--- src/hdl/sac_defines.svh ---
// Purpose: constants for the converter control block
// Assumes: byte-wide registers on a plain strobe port
// Notes: every offset, field position, reset value and count lives here
`ifndef SAC_DEFINES_SVH
`define SAC_DEFINES_SVH

// ----------------------------------------------------------------
// register offsets
// ----------------------------------------------------------------
`define SAC_ADDR_W 16
`define SAC_OFF_CSR 16'h0070
`define SAC_OFF_RES_HIGH 16'h0071
`define SAC_OFF_RES_LOW 16'h0072

// ----------------------------------------------------------------
// control/status fields
// ----------------------------------------------------------------
`define SAC_CSR_DONE 7
`define SAC_CSR_RATE 6
`define SAC_CSR_ON 5
`define SAC_CSR_RSVD 4
`define SAC_CSR_CHAN_HI 3
`define SAC_CSR_CHAN_LO 0
`define SAC_RESET_VAL 8'h00

// ----------------------------------------------------------------
// conversion timing, in system clocks and converter clocks
// ----------------------------------------------------------------
`define SAC_RES_BITS 10
`define SAC_DIV_FAST 2
`define SAC_DIV_SLOW 4
`define SAC_SAMPLE_TICKS 2

`endif

--- src/hdl/sac_pkg.sv ---
// Purpose: shared types of the converter control block
// Assumes: constants come from sac_defines.svh
// Notes: types only
`include "sac_defines.svh"

package sac_pkg;

  typedef logic [`SAC_ADDR_W-1:0] sac_addr_type;
  typedef logic [`SAC_RES_BITS-1:0] sac_result_type;

  // engine phases, one-hot
  typedef enum logic [2:0] {
    SAC_IDLE = 3'b001,
    SAC_SAMPLE = 3'b010,
    SAC_TRIAL = 3'b100
  } sac_phase_type;

endpackage : sac_pkg

--- src/hdl/sac_conv_if.sv ---
// Purpose: link between register/control logic and the approximation engine
// Assumes: single clock domain
// Notes: comp carries the analog comparator level into the engine
`timescale 1ns/1ns
`default_nettype none

interface sac_conv_if;
  import sac_pkg::*;
  logic start;
  logic abort;
  logic fast;
  logic comp;
  logic busy;
  logic done;
  logic sample;
  sac_result_type result;
  sac_result_type code;

  modport ctl (
    output start, abort, fast, comp,
    input busy, done, sample, result, code
  );
  modport eng (
    input start, abort, fast, comp,
    output busy, done, sample, result, code
  );
endinterface : sac_conv_if

`default_nettype wire

--- src/hdl/sac_adc_ctrl.sv ---
// What this block does
// RQ1 - with converter on, convert the selected channel over and over
// RQ2 - clearing on stops any conversion; setting it starts converting
// RQ3 - each completion loads both result registers and sets the done flag
// RQ4 - result_high read or any status write clears done; result_low read does not
// RQ5 - done flag is read-only; all other status bits read and write
// RQ6 - results overwritten at each completion, no latched copy kept
// RQ7 - software polls done, reads low, then high for ten bits
// RQ8 - software polls done, reads only high for eight bits
// RQ9 - channel change mid-conversion aborts, clears done, restarts new channel
// RQ10 - four channel bits pick input zero to fifteen in binary
// RQ11 - rate bit set gives clock divided by two, clear by four
// RQ12 - software always writes zero to status bit four
// RQ13 - input above high reference gives high FF, low 03, no overflow
// RQ14 - input below low reference gives all-zero result
// RQ15 - result_high shows result bits nine down to two, read-only
// RQ16 - result_low shows bits one and zero, upper six read zero
// RQ17 - wait mode leaves conversion untouched
// RQ18 - halt disables converter; software waits after wakeup
// RQ19 - all three registers reset to zero
// RQ20 - status at 0070h, result_high at 0071h, result_low at 0072h
// RQ21 - fixed-length conversion: sampling then ten msb-first bit trials
// RQ22 - no interrupt; completion seen only by polling done
//
// Purpose: register file and run control of a 10-bit approximation converter
// Assumes: comparator output comp_i high when input is at or above dac code
// Notes: there is no wait input; wait mode simply does not reach this block
`timescale 1ns/1ns
`default_nettype none
`include "sac_defines.svh"

module sac_adc_ctrl #(
  parameter int SAMPLE_TICKS = `SAC_SAMPLE_TICKS
) (
  input wire logic clk_sys_i,
  input wire logic rstn_i,
  input wire sac_pkg::sac_addr_type addr_i,
  input wire logic [7:0] wdata_i,
  input wire logic wr_i,
  input wire logic rd_i,
  output logic [7:0] rdata_o,
  input wire logic halt_i,
  input wire logic comp_i,
  output logic [3:0] channel_o,
  output logic sample_o,
  output sac_pkg::sac_result_type dac_code_o
);
  import sac_pkg::*;

  // ----------------------------------------------------------------
  // state
  // ----------------------------------------------------------------
  typedef struct packed {
    logic done_flag;
    logic rate_fast;
    logic converter_on;
    logic rsvd;
    logic [3:0] chan;
    logic [7:0] res_high;
    logic [7:0] res_low;
    logic [7:0] rdata;
    logic start;
    logic abort;
  } sac_ctl_type;

  sac_ctl_type s_q;
  sac_ctl_type s_d;

  sac_conv_if cv ();

  // ----------------------------------------------------------------
  // address decode
  // ----------------------------------------------------------------
  function automatic logic hit(input sac_addr_type a,
                               input sac_addr_type off);
    hit = (a == off);
  endfunction : hit

  logic wr_csr;
  logic rd_csr;
  logic rd_high;
  logic rd_low;
  logic chan_change;
  logic run_next;
  logic [7:0] csr_view;

  // RQ20 fixed offsets
  assign wr_csr = wr_i && hit(addr_i, `SAC_OFF_CSR);
  assign rd_csr = rd_i && hit(addr_i, `SAC_OFF_CSR);
  assign rd_high = rd_i && hit(addr_i, `SAC_OFF_RES_HIGH);
  assign rd_low = rd_i && hit(addr_i, `SAC_OFF_RES_LOW);

  assign csr_view = {s_q.done_flag, s_q.rate_fast, s_q.converter_on,
                     s_q.rsvd, s_q.chan};

  // RQ9 channel written to a different value while running
  assign chan_change = wr_csr && s_q.converter_on && cv.busy &&
    (wdata_i[`SAC_CSR_CHAN_HI:`SAC_CSR_CHAN_LO] != s_q.chan);

  // ----------------------------------------------------------------
  // next state
  // ----------------------------------------------------------------
  always_comb begin
    s_d = s_q;
    s_d.rdata = 8'h00;
    s_d.start = 1'b0;

    // RQ5 writable fields; done kept out
    if (wr_csr) begin
      s_d.rate_fast = wdata_i[`SAC_CSR_RATE];
      s_d.converter_on = wdata_i[`SAC_CSR_ON];
      // RQ12 bit four stored as written
      s_d.rsvd = wdata_i[`SAC_CSR_RSVD];
      s_d.chan = wdata_i[`SAC_CSR_CHAN_HI:`SAC_CSR_CHAN_LO];
    end

    // RQ4 clear on high read or status write
    if (wr_csr || rd_high) begin
      s_d.done_flag = 1'b0;
    end

    // RQ3 completion loads results and sets done
    // RQ6 plain overwrite, no shadow copy
    if (cv.done) begin
      // RQ15 high byte carries bits nine to two
      s_d.res_high = cv.result[`SAC_RES_BITS-1:2];
      // RQ16 low byte carries bits one and zero
      s_d.res_low = {6'h00, cv.result[1:0]};
      // set beats a clear landing in the same cycle
      s_d.done_flag = 1'b1;
    end

    // reads answer one cycle later; unmapped reads give zero
    if (rd_csr) begin
      s_d.rdata = csr_view;
    end else if (rd_high) begin
      s_d.rdata = s_q.res_high;
    end else if (rd_low) begin
      s_d.rdata = s_q.res_low;
    end

    // RQ17 no wait input, so wait mode never stops a conversion
    // RQ18 halt disables the converter
    run_next = s_d.converter_on && !halt_i;

    // RQ2 off or halted stops the engine
    // RQ9 channel change aborts current conversion
    s_d.abort = !run_next || chan_change;

    // RQ1 restart as soon as the engine falls idle
    s_d.start = run_next && !chan_change && !cv.busy && !s_q.start &&
                !s_q.abort;
  end

  // ----------------------------------------------------------------
  // registers
  // ----------------------------------------------------------------
  always_ff @(posedge clk_sys_i) begin
    // RQ19 all registers clear on reset except abort, which is set
    if (!rstn_i) begin
      s_q <= '{abort: 1'b1, default: '0};
    end else begin
      s_q <= s_d;
    end
  end

  // ----------------------------------------------------------------
  // engine
  // ----------------------------------------------------------------
  assign cv.start = s_q.start;
  assign cv.abort = s_q.abort;
  // RQ11 rate bit drives the divider
  assign cv.fast = s_q.rate_fast;
  assign cv.comp = comp_i;

  sac_sar_engine #(
    .SAMPLE_TICKS(SAMPLE_TICKS)
  ) u_engine (
    .clk_sys_i(clk_sys_i),
    .rstn_i(rstn_i),
    .cv(cv)
  );

  // ----------------------------------------------------------------
  // outputs
  // ----------------------------------------------------------------
  // RQ22 no interrupt output; done is polled
  assign rdata_o = s_q.rdata;
  // RQ10 channel code passed straight to the input mux
  assign channel_o = s_q.chan;
  assign sample_o = cv.sample;
  assign dac_code_o = cv.code;
endmodule : sac_adc_ctrl

`default_nettype wire

--- src/hdl/sac_sar_engine.sv ---
// Purpose: converter clock divider and successive approximation sequence
// Assumes: comparator settles within one converter clock of a code change
// Notes: abort beats start; result and done come from flops
`timescale 1ns/1ns
`default_nettype none
`include "sac_defines.svh"

module sac_sar_engine #(
  parameter int SAMPLE_TICKS = `SAC_SAMPLE_TICKS
) (
  input wire logic clk_sys_i,
  input wire logic rstn_i,
  sac_conv_if.eng cv
);
  import sac_pkg::*;

  typedef struct packed {
    sac_phase_type phase;
    logic [1:0] div;
    logic [3:0] cnt;
    sac_result_type code;
    sac_result_type result;
    logic done;
    logic sample;
  } sac_eng_type;

  sac_eng_type s_q;
  sac_eng_type s_d;
  logic tick;

  assign tick = (s_q.div == 2'd0);

  always_comb begin
    s_d = s_q;
    s_d.done = 1'b0;
    // RQ11 rate divider
    if (tick) begin
      s_d.div = cv.fast ? 2'(`SAC_DIV_FAST - 1) : 2'(`SAC_DIV_SLOW - 1);
    end else begin
      s_d.div = s_q.div - 2'd1;
    end
    // RQ21 sample then msb-first trials
    unique case (s_q.phase)
      SAC_IDLE: begin
        if (cv.start) begin
          s_d.phase = SAC_SAMPLE;
          s_d.cnt = 4'(SAMPLE_TICKS - 1);
          s_d.sample = 1'b1;
          s_d.code = '0;
        end
      end
      SAC_SAMPLE: begin
        if (tick) begin
          if (s_q.cnt == 4'd0) begin
            s_d.phase = SAC_TRIAL;
            s_d.sample = 1'b0;
            s_d.cnt = 4'(`SAC_RES_BITS - 1);
            s_d.code[`SAC_RES_BITS-1] = 1'b1;
          end else begin
            s_d.cnt = s_q.cnt - 4'd1;
          end
        end
      end
      SAC_TRIAL: begin
        // RQ13 RQ14 comparator level alone decides every bit
        if (tick) begin
          s_d.code[s_q.cnt] = cv.comp;
          if (s_q.cnt == 4'd0) begin
            s_d.phase = SAC_IDLE;
            s_d.done = 1'b1;
            s_d.result = s_d.code;
          end else begin
            s_d.code[s_q.cnt - 4'd1] = 1'b1;
            s_d.cnt = s_q.cnt - 4'd1;
          end
        end
      end
      default: begin
        s_d.phase = SAC_IDLE;
      end
    endcase
    // RQ2 stop at once
    if (cv.abort) begin
      s_d.phase = SAC_IDLE;
      s_d.sample = 1'b0;
      s_d.done = 1'b0;
    end
  end

  always_ff @(posedge clk_sys_i) begin
    if (!rstn_i) begin
      s_q <= '{phase: SAC_IDLE, default: '0};
    end else begin
      s_q <= s_d;
    end
  end

  assign cv.busy = (s_q.phase != SAC_IDLE);
  assign cv.done = s_q.done;
  assign cv.sample = s_q.sample;
  assign cv.result = s_q.result;
  assign cv.code = s_q.code;
endmodule : sac_sar_engine

`default_nettype wire

--- config.mk ---
export PLATFORM = sky130hd
export DESIGN_NAME = sac_adc_ctrl
export DESIGN_NICKNAME = d
export VERILOG_FILES = /design/src/hdl/sac_pkg.sv /design/src/hdl/sac_conv_if.sv /design/src/hdl/sac_adc_ctrl.sv /design/src/hdl/sac_sar_engine.sv
export VERILOG_INCLUDE_DIRS = /design/src /design/src/hdl
export SDC_FILE = /design/constraint.sdc
export NUM_CORES = 1
export LEC_CHECK = 0
export BUFFER_PORTS_ARGS = -buffer_cell sky130_fd_sc_hd__clkbuf_2
export CAP_MARGIN = 20
export CORE_ASPECT_RATIO = 1.25
export CORE_UTILIZATION = 48
export DETAILED_ROUTE_END_ITERATION = 12
export PLACE_DENSITY = 0.7
export SETUP_SLACK_MARGIN = 0.2
export SLEW_MARGIN = 20
export SYNTH_ARGS = -nofsm -noshare
export SYNTH_HDL_FRONTEND = slang
export SYNTH_HIERARCHICAL = 1
export SYNTH_SLANG_ARGS = --single-unit
--- constraint.sdc ---
create_clock -name clk_sys_i -period 3.4 [get_ports clk_sys_i]
set_input_delay 0.85 -clock clk_sys_i [delete_from_list [all_inputs] [get_ports clk_sys_i]]
set_output_delay 0.85 -clock clk_sys_i [all_outputs]
set_load 0.01 [all_outputs]
==> results of run 1 <==
[stage by stage]
stage / instances / setup WS [ps] / utilization [%] / power (W)
3_5_place_dp: 450 / 1060 / 50.25 / 0.0007684
5_1_grt: 466 / 1034 / 53.39 / 0.001430
4_1_cts: 466 / 1186 / 53.39 / 0.001395
3_3_place_gp: 450 / 1058 / 50.25 / 0.0007672
6_report: 466 / 1196 / 53.39 / 0.001374
2_1_floorplan: 365 / 1377 / - / 0.0007406
[power by group through the flow]
stage               Clock [W]  Sequential [W]  Combinational (W)
floorplan                   0        0.000710          0.0000306
global placement            0        0.000710          0.0000569
detailed placement          0        0.000710          0.0000580
CTS                  0.000642        0.000695          0.0000585
global route         0.000671        0.000694          0.0000640
finish               0.000621        0.000695          0.0000584
[worst paths after layout]
check	to	slack, ps	depth (start not counted)	startpoint
max	u_engine/cv.result[7]	1200	4	u_engine/s_q[22]
min	u_engine/cv.sample	470	2	u_engine/cv.sample
max reg2reg	u_engine/cv.result[7]	1200	4	u_engine/s_q[22]
min reg2reg	u_engine/cv.sample	470	2	u_engine/cv.sample
[state kept, by name, summed over array words and instances, names as in the netlist]
| signal | flops |
|---|---|
| channel_o | 4 |
| csr_view | 3 |
| cv.abort | 1 |
| cv.fast | 1 |
| cv.start | 1 |
| rdata_o | 8 |
| s_q | 10 |
| u_engine/cv.code | 10 |
| u_engine/cv.done | 1 |
| u_engine/cv.result | 10 |
| u_engine/cv.sample | 1 |
| u_engine/s_q | 9 |
[routing by layer]
layer | up-vias | global-route usage, % | share of wire [%]
li1 | 1267 | - | -
met1 | 1124 | 23.32 | 46
met2 | 81 | 33.33 | 48
met3 | 5 | 4.550 | 5.3
met4 | 0 | 8.497 | 0.94
met5 | - | 0 | 0
[worst max-delay path, delay by kind of cell, from the launching register on]
kind               cells  cell delay (ps)
AOI/OAI and AO/OA      1              240
DFF                    1              480
and+or+nand+nor        3             1390
[layout by cell type, fill, tap and decap left out, drive strengths merged, types with 6 or more instances in the layout]
| cell | count |
|---|---|
| a21boi | 15 |
| a21oi | 22 |
| clkbuf | 60 |
| dfxtp | 59 |
| inv | 9 |
| mux2i | 19 |
| nand2 | 33 |
| nand3 | 12 |
| nor2 | 34 |
| nor2b | 8 |
| nor3 | 6 |
| o21ai | 30 |
[cells by family (layout without fill, tap and decap cells)]
family	count (synthesis)	count (layout)
AOI/OAI and AO/OA	94	94
xor gates and xnor gates	4	4
buffers and inverters	64	80
DFF	59	59
muxes	19	19
and+or+nand+nor	125	125
[area by class of cell]
class | instances | area (µm²) | share of cell area [%]
multi-input cells | 242 | 1475 | 45.10
flip-flops and latches | 59 | 1181 | 36.11
repair buffers | 54 | 277.8 | 8.493
clock buffers | 9 | 123.9 | 3.787
well taps | 85 | 106.4 | 3.252
clock inverters | 7 | 68.82 | 2.104
inverters | 10 | 37.54 | 1.148
==> reports/results.ini, run 1 <==
[run_status]
status = completed

[sta]
fin_skew_ps = 7.635
hold_ws_ps = 465.6
tightestPinTransition_ps = 623.6
maxSlewViolCount = 0
relSlewSlack_pct = 58.42
post-route-min-period_ps = 2204
period_share_pct = 64.81
fin_tns_setup_ps = 0
setup_viol = 0
max_freq_mhz = 453.8
finalHoldViolCount = 0
rsz0062_at_grt = false

[critical_path]
start_kind = flop
critical_path.cell_chain = or4_1 > nor2_2 > nor2_1 > a311oi_1
slowest_stage = or4_1
cp-end-kind = flop
crit_required_ps = 3650
critPathMaxStageDelay_ps = 810
critPathKind = reg -> reg
cp_max_fo = 16
crit_arrival_ps = 2450

[synthesis]
syn_avg_cell_area_um2 = 8.326
synth_xor_area_share_pct = 1.153
synth_most_common_cell = dfxtp_1
netlist_instances = 365
seq_area_frac_synth_pct = 38.86
synth_edf_count = 0
synthMuxAreaShare_pct = 6.258
synth_compound_area_share_pct = 19.76
synth_top_family_by_area = simple AND/OR/NAND/NOR gates
yosys_warnings = 6
synth_fa_ha_area_share_pct = 0
synth-seq-cells = 59
synth-main-ff-cell = dfxtp_1
synth_simple_gate_area_share_pct = 21.37
synthesis.area_um2 = 3039
yosys-top-cells-count = dfxtp_1, buf_4, nand2_1, nor2_1, o21ai_0
ys_async_sr_fraction_pct = 0
yosys.cell_types.count = 51
synth_fp_nets = 395
synthTopCellsByArea = dfxtp_1, buf_4, mux2i_1
yosysTopAreaCell = dfxtp_1
synth_top_area_share_pct = 38.86

[power_and_ir_drop]
swShare_pct = 23.36
intPower_w = 0.001053
power_per_cell_area_nw_per_um2 = 420.1
irDropWorstVdd_mv = 0.2326
pwr-share-seq_pct = 50.6
power_frac_clock_pct = 45.2
power_leakage_nw = 1.266
p_sw_w = 0.0003209
pwr-share-comb_pct = 4.3

[route]
first_pass_iters = 4
vias = 2477
drcViolationCount = 0
wl_um = 6193
drt-vias-per-instance = 5.315
drt_iter0_drc = 147
antenna_left = 0
wl_per_cell_um = 13.29

[worst_hold_path]
hp-class = reg -> reg

[cts]
path_clk_slew_ps = 70
post_cts_buffers = 0
ctsResizeCount = 0
cts_sinks = 59
clock_path_buffers = 2
htree_levels = 3
cts_root_buf = clkbuf_8
cts_tree = built
cts-buffers-inserted = 9
insertion_delay_ps = 340
hold_buffers = 0

[grt]
grt_antenna_before_repair = 0
grt-ovfl-total = 0
grt_pass1_wl_um = 10110
grt_pass1_vias = 2238
grt_max_degree = 35
grt_usage_pct = 19.72

[floorplan]
start_util_pct = 49.61
die_w_um = 73.17
io_pins = 53
die_h_um = 90.97
dieArea_um2 = 6656
core-area_um2 = 6126
num_rows = 32

[layout]
postLayoutCellArea_um2 = 3271
antenna_cells = 0
drive_above_1_share_pct = 22.05
area_growth_syn_to_layout_pct = 7.616
fill_cells = 596
layout.nets = 406

[placement]
numPortBuffers = 51
post_dp_cell_area_um2 = 3078
gp_congestion = 0.8587
dp_hpwl_um = 4367

[job]
maxCapViolCount = 0

No activity file was read; power rests on OpenSTA's default activity.
==> inputs of run 2 (changes only) <==
PLACE_DENSITY = 0.73   (was 0.7)
clock period = 2 ns   (was 3.4 ns; I/O delays follow)
==> reports/results.ini, run 2 (synthesized netlist as in run 1, its figures left out) <==
[run_status]
status = completed

[grt]
grt_pass1_vias = 2362
grt_max_degree = 29
grt_usage_pct = 20.62
grt_antenna_before_repair = 0
grt-ovfl-total = 0
grt_pass1_wl_um = 10530

[critical_path]
critPathKind = reg -> reg
cp_max_fo = 10
crit_end = u_engine/s_q[25]
critPathMostFrequentCell = nand2_1
cp-end-kind = flop
rr_startpoint = u_engine/s_q[24]
start_kind = flop
critPathMaxStageDelay_ps = 620
crit_required_ps = 2270
slowest_stage = or4_4
r2r_end = u_engine/s_q[25]
crit_arrival_ps = 1960
critical_path.cell_chain = or4_4 > or3_4 > nand2_1 > nand2_1 > a31oi_1
ff2ff_path_depth = 5
critPathLaunch = u_engine/s_q[24]
reg2reg_slack_ps = 310

[route]
drt-vias-per-instance = 5.379
first_pass_iters = 4
vias = 2582
wl_per_cell_um = 13.46
drt_iter0_drc = 127
antenna_left = 0
wl_um = 6459
drcViolationCount = 0

[sta]
setup_viol = 0
maxSlewViolCount = 0
tightestPinTransition_ps = 606.6
max_freq_mhz = 590.9
fin_skew_ps = 12.94
relSlewSlack_pct = 59.50
finalHoldViolCount = 0
rsz0062_at_grt = false
post-route-min-period_ps = 1692
period_share_pct = 84.61
fin_tns_setup_ps = 0
hold_ws_ps = 362.8

[cts]
clock_path_buffers = 2
path_clk_slew_ps = 70
cts-buffers-inserted = 9
htree_levels = 3
cts_sinks = 59
insertion_delay_ps = 340
cts_root_buf = clkbuf_8
cts_tree = built

[power_and_ir_drop]
power_leakage_nw = 1.339
irDropWorstVdd_mv = 0.4539
power_per_cell_area_nw_per_um2 = 696.6

[placement]
dp_hpwl_um = 4672
numPortBuffers = 51
gp_congestion = 0.8513

[layout]
layout_commonest_cell = dfxtp_1
area_growth_syn_to_layout_pct = 12.52
final_cell_mix = dfxtp_1, clkbuf_2, nor2_1
antenna_cells = 0
fill_cells = 575
layout.nets = 420
drive_above_1_share_pct = 26.33

[floorplan]
die_w_um = 73.17
core-area_um2 = 6126
num_rows = 32
die_h_um = 90.97
io_pins = 53
start_util_pct = 49.61
dieArea_um2 = 6656

[worst_hold_path]
hp-class = in -> reg

[job]
maxCapViolCount = 0

## run 2: how the worst min path moves through the flow
stage / startpoint / end / depth (start not counted)
after floorplan: u_engine/s_q[26] / u_engine/s_q[26] / 1
after global placement: u_engine/cv.sample / u_engine/cv.sample / 2
after detailed placement: u_engine/s_q[26] / u_engine/s_q[26] / 1
after CTS: halt_i / cv.abort / 2
after global routing: halt_i / cv.abort / 2
final: halt_i / cv.abort / 2
## run 2: metal layers
layer  global-route usage [%]  vias up  share of wire, %
met4                    9.967        0               1.6
met5                        0        -                 0
met1                    23.44     1186                42
met3                    4.440       10               4.8
li1                         -     1298                 -
met2                    35.65       88                51
## run 2: through the flow
step           util [%]  area [µm²]  power [W]  worst slack, ps  instances
6_report          55.82        3420   0.002382            307.8        480
5_1_grt           55.82        3420   0.002464            220.9        480
4_1_cts           55.37        3392   0.002400            289.2        480
3_5_place_dp      51.96        3183   0.001309            160.9        464
3_3_place_gp      51.96        3183   0.001307            176.4        464
2_1_floorplan         -        3039   0.001259            326.8        365
## run 2: final cells by class
class | count | area [µm²] | share of cell area, %
multi-input combinational | 242 | 1509 | 44.13
sequential | 59 | 1184 | 34.61
timing repair buffer | 68 | 382.9 | 11.20
clock buffer | 9 | 123.9 | 3.622
tap | 85 | 106.4 | 3.110
clock inverter | 7 | 76.32 | 2.232
inverter | 10 | 37.54 | 1.098
## run 2: critical path, delay by kind of cell (launching register included)
family	cells	cell delay, ps
and+or+nand+nor	4	1180
AOI/OAI and AO/OA	1	130
DFF	1	310
## run 2: repair_timing
action | in CTS | in global routing
resized for setup | 2 | 6
setup endpoints to repair | 7 | 8
hold buffers | 0 | 0
buffers inserted | 0 | 0
## run 2: where the power goes
| group | switching [W] | total, W | internal [W] |
|---|---|---|---|
| clock | 0.000516 | 0.00110 | 0.000583 |
| sequential | 0.00000329 | 0.00118 | 0.00118 |
| combinational | 0.0000574 | 0.000103 | 0.0000454 |
==> inputs of run 3 (changes only) <==
ABC_AREA = 1   (was not set)
PLACE_DENSITY = 0.7   (was 0.73)
clock period = 1.65 ns   (was 2 ns; I/O delays follow)
==> reports/results.ini, run 3 <==
[run_status]
status = completed

[critical_path]
critPathMaxStageDelay_ps = 440
crit_family = flip-flops
r2r_end = u_engine/cv.result[3]
rr_startpoint = u_engine/s_q[28]
reg2reg_slack_ps = 300
critical_path.cell_chain = clkbuf_2
cp-end-kind = output pin
critPathBufInv = 1
crit_end = channel_o[0]
crit_required_ps = 1240
cp_max_fo = 4
start_kind = flop
slowest_stage = dfxtp_1
critPathLaunch = channel_o[0]
crit_arrival_ps = 940
ff2ff_path_depth = 6
path_depth = 1
critPathKind = reg -> out

[grt]
grt_pass1_wl_um = 11030
grt_pass1_vias = 2576
grt_usage_pct = 20.87
grt_max_degree = 23
grt-ovfl-total = 0
grt_antenna_before_repair = 0

[sta]
period_share_pct = 82.21
relSlewSlack_pct = 76.33
rsz0062_at_grt = true
hold_ws_ps = 306.6
fin_skew_ps = 7.331
setup_viol = 0
finalHoldViolCount = 0
max_freq_mhz = 737.2
post-route-min-period_ps = 1357
maxSlewViolCount = 0
tightestPinTransition_ps = 354.6
fin_tns_setup_ps = 0

[power_and_ir_drop]
power_leakage_nw = 1.604
power_per_cell_area_nw_per_um2 = 808.0
irDropWorstVdd_mv = 0.3819

[synthesis]
synth_fp_nets = 476
syn_avg_cell_area_um2 = 7.039
yosysTopAreaCell = dfxtp_1
ys_async_sr_fraction_pct = 0
yosys-top-cells-count = nand2_1, nor2_1, dfxtp_1
synth-seq-cells = 59
seq_area_frac_synth_pct = 37.62
synthTopCellsByArea = dfxtp_1, nand2_1, buf_4
synth_edf_count = 0
synthesis.area_um2 = 3139
yosys_warnings = 6
yosys.cell_types.count = 33
synth_most_common_cell = nand2_1
synth-main-ff-cell = dfxtp_1
netlist_instances = 446
synth_top_area_share_pct = 37.62

[cts]
htree_levels = 3
cts_root_buf = clkbuf_8
post_cts_buffers = 0
cts_sinks = 59
cts_tree = built
cts-buffers-inserted = 9
insertion_delay_ps = 330
clock_path_buffers = 2
path_clk_slew_ps = 60
hold_buffers = 0

[layout]
area_growth_syn_to_layout_pct = 10.28
final_cell_mix = nand2_1, nor2_1, dfxtp_1
fill_cells = 647
antenna_cells = 0
layout.nets = 500
layout_commonest_cell = nand2_1
drive_above_1_share_pct = 24.95

[worst_hold_path]
hp-class = in -> reg

[floorplan]
start_util_pct = 50.26
num_rows = 32
io_pins = 53
dieArea_um2 = 6870
die_h_um = 92.42
die_w_um = 74.34
core-area_um2 = 6246

[placement]
gp_congestion = 0.9407
numPortBuffers = 51
dp_hpwl_um = 4857

[route]
antenna_left = 0
vias = 2744
drcViolationCount = 0
first_pass_iters = 4
drt-vias-per-instance = 4.918
wl_per_cell_um = 11.61
wl_um = 6477
drt_iter0_drc = 93

[job]
maxCapViolCount = 0

==> run 3: cell types whose count changed in the layout (fill, tap and decap cells not counted), moves of 7 or more <==
cell      before  now
nand2_1       32   99
nor2_1        33   66
inv_1          9   29
mux2i_1       19    0
nand4_1        3   19
a21boi_0      15    0
buf_4         17    5
inv_2          0   11
o21ai_1        1   10
nor2b_1        8    0
nor2_2         1    8
==> run 3: kinds of logic after synthesis <==
family / Yosys count / share of synthesized area (%)
flip-flops: 59 / 37.62
XOR/XNOR: 4 / 1.116
AO/OA/AOI/OAI: 69 / 12.75
buffers and inverters: 88 / 15.34
AND/OR/NAND/NOR: 226 / 33.16
==> run 3: how the worst min path moves through the flow <==
| stage | startpoint | to | slack (ps) | cells past startpoint |
|---|---|---|---|---|
| global route | halt_i | cv.abort | 290 | 3 |
| floorplan | u_engine/s_q[26] | u_engine/s_q[26] | 410 | 1 |
| detailed placement | u_engine/s_q[26] | u_engine/s_q[26] | 440 | 1 |
| global placement | u_engine/s_q[26] | u_engine/s_q[26] | 430 | 1 |
| CTS | halt_i | cv.abort | 290 | 3 |
| finish | halt_i | cv.abort | 310 | 3 |
==> run 3: per-stage QoR <==
| stage | std cells | power, W | util, % | setup WS, ps | instance area (µm²) |
|---|---|---|---|---|---|
| 3_5_place_dp | 544 | 0.001587 | 52.06 | 67.74 | 3252 |
| 3_3_place_gp | 544 | 0.001585 | 52.06 | 129.8 | 3252 |
| 5_1_grt | 558 | 0.002920 | 55.43 | 172.5 | 3462 |
| 6_report | 558 | 0.002797 | 55.43 | 293.5 | 3462 |
| 4_1_cts | 558 | 0.002837 | 55.05 | 256.3 | 3438 |
| 2_1_floorplan | 446 | 0.001532 | - | 339.7 | 3139 |
==> run 3: timing repair <==
item	in CTS	in global routing
gates cloned	0	0
pin swaps	0	1
endpoints found under the setup margin	7	20
gates resized for setup	1	9
endpoints found under the hold margin	0	0
==> run 3: cell type report <==
class                           count  area [µm²]  share of cell area, %
Timing Repair Buffer               57       312.8                  9.035
Inverter                           44       175.2                  5.060
Clock inverter                      3       40.04                  1.156
Sequential cell                    59        1187                  34.30
Tap cell                           85       106.4                  3.072
Clock buffer                       11       141.4                  4.084
Multi-Input combinational cell    299        1499                  43.30
==> run 3: routing by layer <==
layer	wire [µm]	track usage [%]
met2	3153	35.15
met1	2830	23.47
met3	302	4.570
met5	0	0
met4	191	12.58
==> run 3: power by group <==
| part | leakage [nW] | internal [W] | switching, W |
|---|---|---|---|
| sequential | 0.478 | 0.00143 | 0.00000283 |
| combinational | 1.03 | 0.0000486 | 0.0000769 |
| clock | 0.0950 | 0.000717 | 0.000524 |
| total | 1.60 | 0.00219 | 0.000604 |
